### src/hw/dcs_regs.vh
// Constants for the dual clock switch and pre-divider block.
// Assumes inclusion by bare name from the design files under hw/.
`ifndef DCS_REGS_VH
`define DCS_REGS_VH

// ****************************************
// Register offsets
// ****************************************
`define DCS_ADDR_CTRL   4'h0
`define DCS_ADDR_STATUS 4'h1
`define DCS_ADDR_MASK   4'h2
`define DCS_ADDR_STATE  4'h3

// ****************************************
// Field positions
// ****************************************
`define DCS_CTRL_IE     0
`define DCS_CTRL_HRE    1
`define DCS_CTRL_BOOST  2
`define DCS_ST_WAKE     0
`define DCS_ST_START7   1
`define DCS_ST_FASTDONE 2
`define DCS_ST_SLOWDONE 3
`define DCS_TAP_ELEVEN  10
`define DCS_TAP_FOURTEEN 13
`define DCS_TAP_FIFTEEN 14

// ****************************************
// Reset values
// ****************************************
`define DCS_CTRL_RST    3'h4
`define DCS_STATUS_RST  4'h0
`define DCS_MASK_RST    4'h0
`define DCS_PDIV_RST    15'h0000

// ****************************************
// Build options and counts
// ****************************************
`define DCS_COMBO_DUAL  2'h0
`define DCS_COMBO_SLOW  2'h1
`define DCS_COMBO_FAST  2'h2
`define DCS_FREQ_250K   10'h0FA
`define DCS_FREQ_500K   10'h1F4
`define DCS_FAST_HOLD   4'hC
`define DCS_SLOW_HOLD   4'h2
`define DCS_CLR_OPERAND 12'h100

`endif

### src/hw/dcs_clock_switch.v
// Base clock selection, oscillator control and 15-stage pre-divider.
// Assumes oscillator clocks arrive as pins far slower than clk_i,
// and core instruction strobes are one-cycle pulses on clk_i.
//
// Behaviour
// - Internal RC fast oscillator: 250 or 500 kHz
// - Dual: instructions switch base clock source
// - Dual: halt or stop returns to slow
// - Dual: peripherals always use slow oscillator
// - Fast select waits 12 fast cycles
// - Slow select waits 2 slow cycles
// - Single option: select instructions do nothing
// - Single option: boost set before stop
// - Pre-divider 15 stages, advances on fall
// - Upper five stages clear on reset, clear instruction
// - Stage fourteen raises wake request flag
// - Wake flag plus enable gives interrupt
// - Wake plus halt enable releases halt
// - Fast only: pre-divider input base/1,4,8,16
// - Fast oscillator stops on return to slow
// - Slow oscillator runs, stopped in stop; always off in fast only
`timescale 1ns/1ps
`default_nettype none
`include "dcs_regs.vh"

module dcs_clock_switch #(
	parameter [1:0] CLOCK_COMBO  = 2'h0,
	parameter [9:0] FAST_FREQ    = 10'h0FA,
	parameter [4:0] PH0_DIV      = 5'h01
) (
	input  wire        clk_i,
	input  wire        sys_rst_i,
	input  wire        low_rate_oscillator_clock_i,
	input  wire        high_rate_oscillator_clock_i,
	input  wire        fast_select_i,
	input  wire        slow_select_i,
	input  wire        halt_i,
	input  wire        stop_i,
	input  wire        stop_exit_i,
	input  wire        predivider_clear_instruction_i,
	input  wire [11:0] clear_operand_i,
	input  wire [3:0]  reg_addr_i,
	input  wire [7:0]  reg_wdata_i,
	input  wire        reg_wr_i,
	input  wire        reg_rd_i,
	output reg  [7:0]  reg_rdata_o,
	output reg         base_clk_o,
	output reg         base_on_fast_o,
	output reg         high_rate_oscillator_en_o,
	output reg         fast_freq_500k_o,
	output reg         low_rate_oscillator_en_o,
	output reg         oscillator_boost_flag_o,
	output reg         periph_tick_o,
	output reg  [14:0] predivider_o,
	output reg         halt_release_o,
	output reg         irq_o
);

	// ****************************************
	// Fixed configuration
	// ****************************************
	localparam IS_DUAL = (CLOCK_COMBO == `DCS_COMBO_DUAL);
	localparam IS_FAST = (CLOCK_COMBO == `DCS_COMBO_FAST);
	localparam [4:0] DIV_LAST = PH0_DIV - 5'h01;

	localparam [2:0] ST_SLOW      = 3'h0;
	localparam [2:0] ST_FAST_WAIT = 3'h1;
	localparam [2:0] ST_FAST_SWAP = 3'h2;
	localparam [2:0] ST_FAST      = 3'h3;
	localparam [2:0] ST_SLOW_WAIT = 3'h4;
	localparam [2:0] ST_SLOW_SWAP = 3'h5;

	// ****************************************
	// Pin synchronisers
	// ****************************************
	reg slow_s1_reg;
	reg slow_s2_reg;
	reg slow_s3_reg;
	reg fast_s1_reg;
	reg fast_s2_reg;
	reg fast_s3_reg;

	always @(posedge clk_i) begin
		if (sys_rst_i) begin
			slow_s1_reg <= 1'b0;
			slow_s2_reg <= 1'b0;
			slow_s3_reg <= 1'b0;
			fast_s1_reg <= 1'b0;
			fast_s2_reg <= 1'b0;
			fast_s3_reg <= 1'b0;
		end else begin
			slow_s1_reg <= low_rate_oscillator_clock_i;
			slow_s2_reg <= slow_s1_reg;
			slow_s3_reg <= slow_s2_reg;
			fast_s1_reg <= high_rate_oscillator_clock_i;
			fast_s2_reg <= fast_s1_reg;
			fast_s3_reg <= fast_s2_reg;
		end
	end

	// One-cycle pulses on each falling edge of the oscillators
	wire slow_fall = slow_s3_reg & ~slow_s2_reg;
	wire fast_fall = fast_s3_reg & ~fast_s2_reg;

	// ****************************************
	// Source select state machine
	// ****************************************
	reg [2:0] state_reg;
	reg [2:0] state_next;
	reg [3:0] hold_cnt_reg;
	reg [3:0] hold_cnt_next;
	reg       sel_fast_reg;
	reg       sel_fast_next;
	reg       gap_reg;
	reg       gap_next;
	reg       fast_en_reg;
	reg       fast_en_next;
	reg       stop_mode_reg;
	reg       fast_done;
	reg       slow_done;

	wire cur_fall = sel_fast_reg ? fast_fall : slow_fall;
	wire to_slow  = halt_i | stop_i;

	always @* begin
		state_next    = state_reg;
		hold_cnt_next = hold_cnt_reg;
		sel_fast_next = sel_fast_reg;
		gap_next      = gap_reg;
		fast_en_next  = fast_en_reg;
		fast_done     = 1'b0;
		slow_done     = 1'b0;
		case (state_reg)
		ST_SLOW: begin
			if (IS_DUAL && fast_select_i && !to_slow) begin
				state_next    = ST_FAST_WAIT;
				fast_en_next  = 1'b1;
				hold_cnt_next = 4'h0;
			end
		end
		ST_FAST_WAIT: begin
			if (to_slow || slow_select_i) begin
				state_next   = ST_SLOW;
				fast_en_next = 1'b0;
			end else if (fast_fall) begin
				// Start-up edges are counted, the base clock stays slow
				if (hold_cnt_reg == `DCS_FAST_HOLD - 4'h1) begin
					state_next = ST_FAST_SWAP;
				end
				hold_cnt_next = hold_cnt_reg + 4'h1;
			end
		end
		ST_FAST_SWAP, ST_SLOW_SWAP: begin
			// Park low on the old source's fall, resume on the new one's;
			// while parked the select already names the new source
			if (state_reg == ST_FAST_SWAP && to_slow && !gap_reg) begin
				state_next   = ST_SLOW;
				fast_en_next = 1'b0;
			end else if (state_reg == ST_FAST_SWAP && to_slow) begin
				// Still parked low: point back at slow, resume on its fall
				state_next    = ST_SLOW_SWAP;
				sel_fast_next = 1'b0;
			end else if (!gap_reg && cur_fall) begin
				gap_next      = 1'b1;
				sel_fast_next = ~sel_fast_reg;
			end else if (gap_reg && cur_fall) begin
				gap_next = 1'b0;
				if (state_reg == ST_FAST_SWAP) begin
					state_next = ST_FAST;
					fast_done  = 1'b1;
				end else begin
					state_next   = ST_SLOW;
					fast_en_next = 1'b0;
					slow_done    = 1'b1;
				end
			end
		end
		ST_FAST: begin
			if (to_slow) begin
				state_next = ST_SLOW_SWAP;
			end else if (slow_select_i) begin
				state_next    = ST_SLOW_WAIT;
				hold_cnt_next = 4'h0;
			end
		end
		ST_SLOW_WAIT: begin
			if (to_slow) begin
				state_next = ST_SLOW_SWAP;
			end else if (slow_fall) begin
				if (hold_cnt_reg == `DCS_SLOW_HOLD - 4'h1) begin
					state_next = ST_SLOW_SWAP;
				end
				hold_cnt_next = hold_cnt_reg + 4'h1;
			end
		end
		default: begin
			state_next = ST_SLOW;
		end
		endcase
	end

	// Single options keep the machine parked in ST_SLOW with sel_fast_reg low
	always @(posedge clk_i) begin
		if (sys_rst_i) begin
			state_reg    <= ST_SLOW;
			hold_cnt_reg <= 4'h0;
			sel_fast_reg <= 1'b0;
			gap_reg      <= 1'b0;
			fast_en_reg  <= 1'b0;
		end else if (IS_DUAL) begin
			state_reg    <= state_next;
			hold_cnt_reg <= hold_cnt_next;
			sel_fast_reg <= sel_fast_next;
			gap_reg      <= gap_next;
			fast_en_reg  <= fast_en_next;
		end
	end

	// ****************************************
	// Stop mode and oscillator enables
	// ****************************************
	always @(posedge clk_i) begin
		if (sys_rst_i) begin
			stop_mode_reg <= 1'b0;
		end else if (stop_i) begin
			stop_mode_reg <= 1'b1;
		end else if (stop_exit_i) begin
			stop_mode_reg <= 1'b0;
		end
	end

	always @(posedge clk_i) begin
		if (sys_rst_i) begin
			low_rate_oscillator_en_o  <= 1'b0;
			high_rate_oscillator_en_o <= 1'b0;
			fast_freq_500k_o          <= 1'b0;
			base_clk_o                <= 1'b0;
			base_on_fast_o            <= 1'b0;
		end else begin
			low_rate_oscillator_en_o  <= !IS_FAST && !stop_mode_reg;
			high_rate_oscillator_en_o <= IS_FAST ? !stop_mode_reg : fast_en_reg;
			fast_freq_500k_o          <= (FAST_FREQ == `DCS_FREQ_500K);
			if (IS_FAST) begin
				base_clk_o     <= fast_s2_reg;
				base_on_fast_o <= 1'b1;
			end else begin
				base_clk_o     <= gap_reg ? 1'b0 : (sel_fast_reg ? fast_s2_reg : slow_s2_reg);
				base_on_fast_o <= sel_fast_reg;
			end
		end
	end

	// ****************************************
	// Pre-divider input and counter
	// ****************************************
	reg  [4:0]  ratio_cnt_reg;
	reg  [14:0] pdiv_next;
	wire        ratio_hit = (ratio_cnt_reg == DIV_LAST);
	wire        ph0_tick  = IS_FAST ? (fast_fall && ratio_hit) : slow_fall;
	wire        pdiv_clr  = predivider_clear_instruction_i &&
	                        (clear_operand_i == `DCS_CLR_OPERAND);
	wire        tap_rise;

	always @(posedge clk_i) begin
		if (sys_rst_i) begin
			ratio_cnt_reg <= 5'h00;
		end else if (fast_fall) begin
			ratio_cnt_reg <= ratio_hit ? 5'h00 : ratio_cnt_reg + 5'h01;
		end
	end

	always @* begin
		pdiv_next = predivider_o;
		if (ph0_tick) begin
			pdiv_next = predivider_o + 15'h0001;
		end
		if (pdiv_clr) begin
			pdiv_next[`DCS_TAP_FIFTEEN:`DCS_TAP_ELEVEN] = 5'h00;
		end
	end

	assign tap_rise = ph0_tick && !predivider_o[`DCS_TAP_FOURTEEN] &&
	                  pdiv_next[`DCS_TAP_FOURTEEN];

	always @(posedge clk_i) begin
		if (sys_rst_i) begin
			predivider_o  <= `DCS_PDIV_RST;
			periph_tick_o <= 1'b0;
		end else begin
			predivider_o  <= pdiv_next;
			periph_tick_o <= ph0_tick;
		end
	end

	// ****************************************
	// Registers and interrupt
	// ****************************************
	reg [2:0] ctrl_reg;
	reg [3:0] status_reg;
	reg [3:0] status_set;
	reg [3:0] mask_reg;
	wire      wake_release = tap_rise && ctrl_reg[`DCS_CTRL_HRE];
	wire      st_rd = reg_rd_i && (reg_addr_i == `DCS_ADDR_STATUS);

	always @* begin
		status_set = 4'h0;
		status_set[`DCS_ST_WAKE]     = tap_rise;
		status_set[`DCS_ST_START7]   = wake_release;
		status_set[`DCS_ST_FASTDONE] = fast_done;
		status_set[`DCS_ST_SLOWDONE] = slow_done;
	end

	always @(posedge clk_i) begin
		if (sys_rst_i) begin
			ctrl_reg   <= `DCS_CTRL_RST;
			mask_reg   <= `DCS_MASK_RST;
			status_reg <= `DCS_STATUS_RST;
		end else begin
			if (reg_wr_i && reg_addr_i == `DCS_ADDR_CTRL) begin
				ctrl_reg <= reg_wdata_i[2:0];
			end
			if (!IS_DUAL && stop_i) begin
				ctrl_reg[`DCS_CTRL_BOOST] <= 1'b1;
			end
			if (reg_wr_i && reg_addr_i == `DCS_ADDR_MASK) begin
				mask_reg <= reg_wdata_i[3:0];
			end
			// A set in the read cycle survives the clear
			status_reg <= (st_rd ? 4'h0 : status_reg) | status_set;
		end
	end

	always @(posedge clk_i) begin
		if (sys_rst_i) begin
			reg_rdata_o             <= 8'h00;
			irq_o                   <= 1'b0;
			halt_release_o          <= 1'b0;
			oscillator_boost_flag_o <= 1'b1;
		end else begin
			reg_rdata_o <= 8'h00;
			if (reg_rd_i) begin
				case (reg_addr_i)
				`DCS_ADDR_CTRL:   reg_rdata_o <= {5'h00, ctrl_reg};
				`DCS_ADDR_STATUS: reg_rdata_o <= {4'h0, status_reg};
				`DCS_ADDR_MASK:   reg_rdata_o <= {4'h0, mask_reg};
				`DCS_ADDR_STATE:  reg_rdata_o <= {1'b0, state_reg, 1'b0,
				                                  stop_mode_reg, fast_en_reg, sel_fast_reg};
				default:          reg_rdata_o <= 8'h00;
				endcase
			end
			// Wake bit interrupts only with its enable set as well
			irq_o <= |(status_reg & mask_reg &
			           {3'h7, ctrl_reg[`DCS_CTRL_IE]});
			halt_release_o          <= wake_release;
			oscillator_boost_flag_o <= ctrl_reg[`DCS_CTRL_BOOST];
		end
	end

endmodule

`default_nettype wire

### config.mk
export PLATFORM = sky130hd
export DESIGN_NAME = dcs_clock_switch
export DESIGN_NICKNAME = d
export VERILOG_FILES = /design/src/hw/dcs_clock_switch.v
export VERILOG_INCLUDE_DIRS = /design/src /design/src/hw
export SDC_FILE = /design/constraint.sdc
export NUM_CORES = 1
export LEC_CHECK = 0
export ABC_AREA = 1
export BUFFER_PORTS_ARGS = -buffer_cell sky130_fd_sc_hd__buf_2
export CORE_MARGIN = 1
export CORE_UTILIZATION = 48
export DETAILED_ROUTE_END_ITERATION = 8
export PLACE_DENSITY = 0.76
export SETUP_SLACK_MARGIN = 0.2
export SYNTH_ARGS = -nofsm -noshare
export SYNTH_HDL_FRONTEND = slang
export SYNTH_SLANG_ARGS = --single-unit
### constraint.sdc
create_clock -name clk_i -period 1.5 [get_ports clk_i]
set_clock_uncertainty 0.2 [all_clocks]
set_input_delay 0.3 -clock clk_i [delete_from_list [all_inputs] [get_ports clk_i]]
set_output_delay 0.3 -clock clk_i [all_outputs]
set_load 0.01 [all_outputs]
==> results of run 1 <==
path summary, 6_finish.rpt:
kind / slack (ns) / start / cells after the start / endpoint
setup / recovery: -0.18 / slow_s3_reg / 9 / predivider_o[13]
hold / removal: 0.001 / reg_wdata_i[2] / 3 / ctrl_reg[2]
setup reg to reg: -0.18 / slow_s3_reg / 9 / predivider_o[13]
hold reg to reg: 0.20 / fast_s1_reg / 2 / fast_s2_reg
metrics by stage:
stage	util, %	setup slack, ns	total power, uW	setup TNS, ns
2_1_floorplan	-	0.109	2970	0
3_3_place_gp	62.5	-0.193	3440	-1.27
3_5_place_dp	62.5	-0.233	3490	-1.63
4_1_cts	75.2	-0.0633	5380	-0.372
5_1_grt	82.6	-0.235	6410	-3.37
6_report	82.6	-0.179	6100	-1.57
repair_timing:
item	4_1_cts	5_1_grt
setup buffers	18	19
pin swaps	20	34
hold buffers	3	0
resized for setup	89	65
endpoints found under the setup margin	43	57
endpoints found under the hold margin	3	0
power breakdown:
group	switching [uW]	internal, uW
logic	1490	1140
clock network	655	976
registers	171	1680
total	2310	3790
cells in the mapped netlist, types with 2 or more instances:
| master | number |
|---|---|
| nor2_4 | 2 |
| a21oi_1 | 23 |
| o21a_1 | 2 |
| nand2_1 | 70 |
| nor2_2 | 7 |
| dfxtp_1 | 58 |
| nor2_1 | 71 |
| clkbuf_1 | 5 |
| buf_4 | 2 |
| o21ai_1 | 4 |
| nand4_1 | 7 |
| ha_1 | 3 |
| o22ai_1 | 8 |
| nand3_1 | 37 |
| xor2_1 | 3 |
| nand2_2 | 6 |
| nand3b_1 | 2 |
| o21ai_0 | 12 |
| inv_2 | 7 |
| inv_1 | 62 |
| nor3_1 | 8 |
per-layer routing:
layer  global-route usage (%)  vias to the layer above
met5                        0                        -
met1                     32.8                     1599
met2                     51.5                      120
met4                     13.0                        0
met3                     6.63                       44
li1                         -                     1562
cells by family after synthesis:
group	synth area share [%]
and+or+nand+nor	35.0
muxes	0.358
AOI/OAI and AO/OA	9.88
DFF	41.5
adders and majority gates	1.34
other	0.134
xor gates and xnor gates	0.939
buffers and inverters	10.9
worst max-delay path, cell delays in order, from the launching register on:
cell	delay, ns
dfxtp_2	0.33
inv_2	0.06
nor2_8	0.17
nand2_4	0.07
nor2_4	0.11
buf_4	0.13
nand2_4	0.07
nor2_4	0.13
xor2_1	0.20
nor2_1	0.07
final cells by class:
type	count	area (um^2)	share of cell area, %
clock inverter	5	76.3	1.66
inverter	69	284	6.17
timing repair buffer	130	1010	22.0
tap	72	90.1	1.96
multi-input combinational	275	1770	38.5
clock buffer	11	141	3.07
sequential	58	1230	26.7
==> flow_summary.toml, run 1 <==
[status]
outcome = "finished with violations"
violations = "negative setup slack"

[placement]
portBuffers = 61
dp_cells = 564
dp_hpwl_um = 5120
placedInstanceArea_mm2 = 0.00348
finalWeightedCongestion = 0.889

[clocking]
worstSkewPairLatency_ns = 0.36
cts_tree = "done"
cts_max_level = 3
cts_sinks = 58
clockBufferDepth = 2
cts-buffers-inserted = 9
root_buffer = "clkbuf_8"
path_clk_slew_ns = 0.07

[route]
drt_wl_total_um = 9850
post_drt_wl_per_cell_um = 15.9
routed-via-count = 3325
dr.first_iter.drc_count = 198
top_layer = "met4"
ant_nets = 0
route.detailed.drc = 0
vias_per_cell = 5.36
wl_met1_um = 3840
dr_wl_met2_um = 5190
route.met3.wl_um = 464
drt_first_pass_iters = 5

[critical_path]
end_kind = "register"
worstSetupPathType = "register to register"
required_ns = 1.53
worstPathArrival_ns = 1.71
cp-start-kind = "register"
crit_fanout = 5

[synth]
synth_top_area_share_pct = 41.5
yosysSeqAreaShare_pct = 41.5
synth_edf_count = 0
netlist.top_cell.by_area = "dfxtp_1"
ys_top_cells_by_area = "dfxtp_1 42%, nor2_1 9.5%, nand2_1 9.4%, inv_1 8.3%, nand3_1 6.6%"
synth_warnings = 0
yosys_most_used_dff = "dfxtp_1"
synthArstFlopShare_pct = 0
ys_ff_latch = 58
synth_cells = 409
synth.distinct_cells = 31
syn_area_per_cell_um2 = 6.84
netlist_area_mm2 = 0.00280

[finish]
syn2layout_area_growth_pct = 64.5
nFillCells = 306
n_antenna_cell = 0
largest_register_ffs = 15
drive_above_1_share_pct = 48.7
reg.largest.list = "predivider_o x15, reg_rdata_o x7"
layout_common_cells = "57 x inv_1, 57 x nor2_1, 52 x nand2_1, 52 x buf_4, 42 x buf_2"
fin_cells = 620
nNetsFinal = 582
largest-register = "predivider_o"
design_area_mm2 = 0.00460

[power_and_ir_drop]
power.leakage_uw = 0.00212
peakVddDrop_mv = 1.32
p_per_area_mw_per_mm2 = 1330

[floorplanning]
die_y_um = 78.3
pin_count = 68
fp.coreArea_mm2 = 0.00557
start_util_pct = 50.2
dieArea_mm2 = 0.00614
row_count = 27
die_w_um = 78.3

[run]
drv_cap = 0

[grt]
antenna_found_initial = 0
grt_pass1_wl_um = 13700
overflow = 0
grt_max_degree = 17
first_global_vias = 3047
grt_use_total_pct = 28.9

[sta]
min_period_over_period_pct = 112
hold_slack_ns = 0.00124
fin_ws_ns = -0.179
slew_violations = 0
setup_viol = 21
max_freq_mhz = 596
rsz0062_at_grt = "true"
hold_viol_final = 0
period_minus_slack_ns = 1.68

[min_path]
hold_path.class = "input pin to register"
Note: power is estimated with default switching activity, not from simulation.
==> run 2: changes to the inputs <==
==> constraint.sdc (replaced) <==
create_clock -name clk_i -period 1.5 [get_ports clk_i]
set_clock_uncertainty 0.2 [all_clocks]
set_input_delay 0.075 -clock clk_i [delete_from_list [all_inputs] [get_ports clk_i]]
set_output_delay 0.075 -clock clk_i [all_outputs]
set_load 0.01 [all_outputs]
==> run 2 against run 1 <==
The run ends with negative hold slack, negative setup slack left. Worst setup slack better by 0.12 ns. Hold slack got worse by 0.049 ns. Clock-buffer cell count down 2. Routed wire length shrank 20%. Critical endpoint is now state_reg[1]. First-iteration DRC count fell by 14%. Sequential share of layout area is 1.4 points higher. Die area is the same. Utilization shrank 5.9 points. Non-clock buffer count fell by 13. Sequential power hardly changed. Critical path type unchanged.
==> flow_summary.toml, run 2 (synthesized netlist as in run 1, its figures left out) <==
[sta]
slew_violations = 0
period_minus_slack_ns = 1.56
fin_ws_ns = -0.0557
rsz0062_at_grt = "true"
setup_viol = 12
hold_slack_ns = -0.0480
min_period_over_period_pct = 104
hold_viol_final = 6
max_freq_mhz = 643

[floorplanning]
start_util_pct = 50.2
fp.coreArea_mm2 = 0.00557
row_count = 27
pin_count = 68
die_w_um = 78.3
die_y_um = 78.3
dieArea_mm2 = 0.00614

[placement]
dp_hpwl_um = 4800
finalWeightedCongestion = 0.885
portBuffers = 61
placedInstanceArea_mm2 = 0.00341
dp_cells = 556

[route]
post_drt_wl_per_cell_um = 13.0
route.detailed.drc = 0
drt_wl_total_um = 7890
ant_nets = 0
drt_first_pass_iters = 4
dr.first_iter.drc_count = 170
routed-via-count = 3020
vias_per_cell = 4.98

[clocking]
cts_tree = "done"
cts-buffers-inserted = 9
worstSkewPairLatency_ns = 0.34
clockBufferDepth = 2
cts_sinks = 58
path_clk_slew_ns = 0.07
root_buffer = "clkbuf_8"
cts_max_level = 3

[finish]
reg.largest.list = "predivider_o x15, reg_rdata_o x7"
syn2layout_area_growth_pct = 52.7
design_area_mm2 = 0.00427
final_common_cell = "buf_2"
fin_cells = 607
largest_register_ffs = 15
largest-register = "predivider_o"
drive_above_1_share_pct = 42.1
nNetsFinal = 569
n_antenna_cell = 0
layout_common_cells = "61 x buf_2, 59 x nor2_1, 55 x inv_1, 55 x nand2_1, 41 x dfxtp_1"

[grt]
grt_use_total_pct = 26.3
antenna_found_initial = 0
overflow = 0
grt_max_degree = 16
first_global_vias = 2960
grt_pass1_wl_um = 12600

[power_and_ir_drop]
power.leakage_uw = 0.00200
power.total_uw = 5670
p_per_area_mw_per_mm2 = 1330
peakVddDrop_mv = 1.02

[run]
drv_cap = 0

[critical_path]
worstPathArrival_ns = 1.59
cp-startpoint = "state_reg[0]"
end_kind = "register"
r2r-start = "state_reg[0]"
worstRegToRegCells = 9
cp-start-kind = "register"
worstSetupPathType = "register to register"
r2r_end = "state_reg[1]"
cp-endpoint = "state_reg[1]"
required_ns = 1.54
r2r_slack_ns = -0.06
crit_fanout = 5

[status]
violations = "negative hold slack, negative setup slack"
outcome = "finished with violations"

[min_path]
hold_path.class = "input pin to register"
min-delay-start = "reg_addr_i[2]"
run 2: cell count changes in the layout (fill, tap and decap cells not counted), sizes merged:
cell | before | now
bufinv | 2 | 1
clkinvlp | 0 | 3
buf | 127 | 100
clkbuf | 11 | 9
dlygate4sd3 | 3 | 17
run 2: critical path: stages (launching register included):
cell	delay, ns
dfxtp_2	0.33
buf_6	0.14
nor2_4	0.12
nand2_2	0.10
nor2_2	0.14
o21ai_4	0.09
nand3_2	0.10
nor2_4	0.05
nor2_1	0.12
nor2_1	0.06
run 2: metrics by stage:
step	setup TNS, ns	utilization, %	setup slack, ns
final	-0.296	76.7	-0.0557
after detailed placement	-0.144	61.1	-0.0504
after global placement	-0.000732	61.1	-0.000732
after floorplan	0	-	0.108
after CTS	-0.00270	72.9	-0.00270
after global routing	-1.56	76.7	-0.132
run 2: final cells by class:
cell class | instances | area [um^2]
Clock inverter | 7 | 68.8
Clock buffer | 9 | 124
Sequential cell | 58 | 1200
Multi-Input combinational cell | 275 | 1720
Timing Repair Buffer | 117 | 795
Fill cell | 376 | 1300
Inverter | 69 | 279
Tap cell | 72 | 90.1
run 2: power breakdown:
part / switching (uW) / internal, uW
Sequential: 165 / 1680
Clock: 662 / 760
Combinational: 1380 / 1020
Total: 2210 / 3470
run 2: repair_timing:
action	CTS	global route
gates resized for setup	57	47
hold buffers	16	1
endpoints found under the setup margin	26	37
endpoints found under the hold margin	27	4
setup buffers	12	6
pin swaps	20	26
run 2: worst min path at each step:
stage	to	depth (start not counted)
4_1_cts	predivider_o[11]	5
5_1_grt	reg_rdata_o[4]	4
3_3_place_gp	slow_s1_reg	3
6_report	reg_rdata_o[4]	4
2_1_floorplan	fast_s1_reg	2
3_5_place_dp	fast_s1_reg	3
run 2: metal layers:
layer / GRT usage, % / wire length [um]
met2: 45.4 / 3940
met5: 0 / 0
met4: 18.3 / 297
met3: 4.30 / 295
met1: 29.4 / 3360
==> run 3: changes to the inputs <==
--- a/config.mk
+++ b/config.mk
@@ -9,9 +9,9 @@
 export ABC_AREA = 1
 export BUFFER_PORTS_ARGS = -buffer_cell sky130_fd_sc_hd__buf_2
 export CORE_MARGIN = 1
-export CORE_UTILIZATION = 48
+export CORE_UTILIZATION = 30
 export DETAILED_ROUTE_END_ITERATION = 8
-export PLACE_DENSITY = 0.76
+export PLACE_DENSITY_LB_ADDON = 0.12
 export SETUP_SLACK_MARGIN = 0.2
 export SYNTH_ARGS = -nofsm -noshare
 export SYNTH_HDL_FRONTEND = slang
==> run 3 against run 2 <==
The flow still finishes with violations (negative hold slack, negative setup slack). Critical path depth down 1. Sequential cell count unchanged. Combinational power up 2%. Final cell count up 6.4%. Fmax up 0.58%. Hold slack better by 0.0062 ns. Largest cell class unchanged. Highest routed layer unchanged.
==> flow_summary.toml, run 3 (synthesized netlist as in run 1, its figures left out) <==
[floorplanning]
die_w_um = 98.6
start_util_pct = 31.5
row_count = 34
die_y_um = 98.6
dieArea_mm2 = 0.00972
fp.coreArea_mm2 = 0.00889
pin_count = 68

[power_and_ir_drop]
peakVddDrop_mv = 0.664
p_per_area_mw_per_mm2 = 1270
power.total_uw = 5510
power.leakage_uw = 0.00201

[grt]
overflow = 0
antenna_found_initial = 0
grt_use_total_pct = 15.5
grt_pass1_wl_um = 12000
first_global_vias = 2666
grt_max_degree = 26

[finish]
syn2layout_area_growth_pct = 54.8
reg.largest.list = "predivider_o x15, reg_rdata_o x7"
largest_register_ffs = 15
nNetsFinal = 572
largest-register = "predivider_o"
layout_common_cells = "61 x nor2_1, 61 x buf_2, 57 x inv_1"
n_antenna_cell = 0
design_area_mm2 = 0.00433
fin_cells = 646
drive_above_1_share_pct = 41.8

[critical_path]
r2r_slack_ns = -0.05
required_ns = 1.52
cp-start-kind = "register"
worstSetupPathType = "register to register"
crit_fanout = 6
cpPeakStageDelay_ns = 0.36
worstPathArrival_ns = 1.57
cp-endpoint = "predivider_o[13]"
cpMaxStageDelayCell = "dfxtp_4"
worstRegToRegCells = 8
r2r_end = "predivider_o[13]"
crit_chain = "nor2_8, nand2_4, nor2_4, buf_4, nand2_4, nor2_4, xor2_1, nor2_1"
end_kind = "register"
r2r-start = "slow_s2_reg"
cp-startpoint = "slow_s2_reg"

[clocking]
cts-buffers-inserted = 9
worstSkewPairLatency_ns = 0.33
cts_max_level = 3
cts_sinks = 58
cts_tree = "done"
clockBufferDepth = 2
path_clk_slew_ns = 0.07
root_buffer = "clkbuf_8"

[route]
post_drt_wl_per_cell_um = 11.7
dr.first_iter.drc_count = 62
routed-via-count = 2912
drt_wl_total_um = 7560
drt_first_pass_iters = 4
vias_per_cell = 4.51
route.detailed.drc = 0
ant_nets = 0

[run]
drv_cap = 0

[sta]
period_minus_slack_ns = 1.55
min_period_over_period_pct = 103
rsz0062_at_grt = "true"
max_freq_mhz = 647
slew_violations = 0
hold_slack_ns = -0.0418
fin_ws_ns = -0.0468
hold_viol_final = 6
setup_viol = 11

[placement]
dp_cells = 599
portBuffers = 61
finalWeightedCongestion = 0.839
dp_hpwl_um = 5260
placedInstanceArea_mm2 = 0.00351

[min_path]
min_delay_path_depth = 4
hold_path.class = "input pin to register"
min-delay-start = "reg_addr_i[3]"

[status]
outcome = "finished with violations"
violations = "negative hold slack, negative setup slack"
## run 3: layer usage
metal  share of wire [%]  wire length (um)  vias up  global-route usage, %
li1                    -                 -     1544                      -
met1                  46              3500     1305                   19.2
met2                  49              3700       55                   25.7
met3                 3.3               253        8                   5.46
met4                 1.4               106        0                   3.90
met5                   0                 0        -                      0
## run 3: worst min path at each step
| stage | end | slack (ns) |
|---|---|---|
| final | reg_rdata_o[5] | -0.04 |
| after detailed placement | fast_s1_reg | 0.08 |
| after global routing | reg_rdata_o[5] | -0.04 |
| after floorplan | fast_s1_reg | -0.02 |
| after global placement | fast_s1_reg | 0.07 |
| after CTS | predivider_o[11] | -0.04 |
## run 3: stage by stage
stage          setup WS [ns]  hold slack [ns]  setup TNS, ns  util (%)
6_report             -0.0468          -0.0418         -0.162      48.7
5_1_grt               -0.142          -0.0383          -1.89      48.7
4_1_cts              -0.0230          -0.0370        -0.0584      44.7
3_5_place_dp         -0.0605           0.0831         -0.286      39.4
3_3_place_gp         -0.0437           0.0750         -0.130      39.4
2_1_floorplan          0.108          -0.0180              0         -
## run 3: worst max-delay path, delay by kind of cell (launching register included)
family | cells | cell delay (ns)
DFF | 1 | 0.36
xor gates and xnor gates | 1 | 0.15
buffers and inverters | 1 | 0.13
and+or+nand+nor | 6 | 0.58
## run 3: cell type report
type / instances / area, um^2
fill: 884 / 4560
multi-input combinational: 275 / 1750
sequential: 58 / 1210
timing repair buffer: 120 / 797
inverter: 69 / 279
tap: 108 / 135
clock buffer: 11 / 131
clock inverter: 5 / 31.3
## run 3: timing repair
action / in CTS / in global routing
buffers inserted: 8 / 8
gates resized for setup: 34 / 71
hold buffers: 14 / 1
setup endpoints to repair: 27 / 35
hold endpoints to repair: 24 / 8
pin swaps: 6 / 36
## run 3: where the power goes
part / internal (uW) / switching, uW / leakage (uW)
registers: 1680 / 156 / 0.000482
logic: 1070 / 1380 / 0.00145
clock network: 594 / 627 / 0.0000831
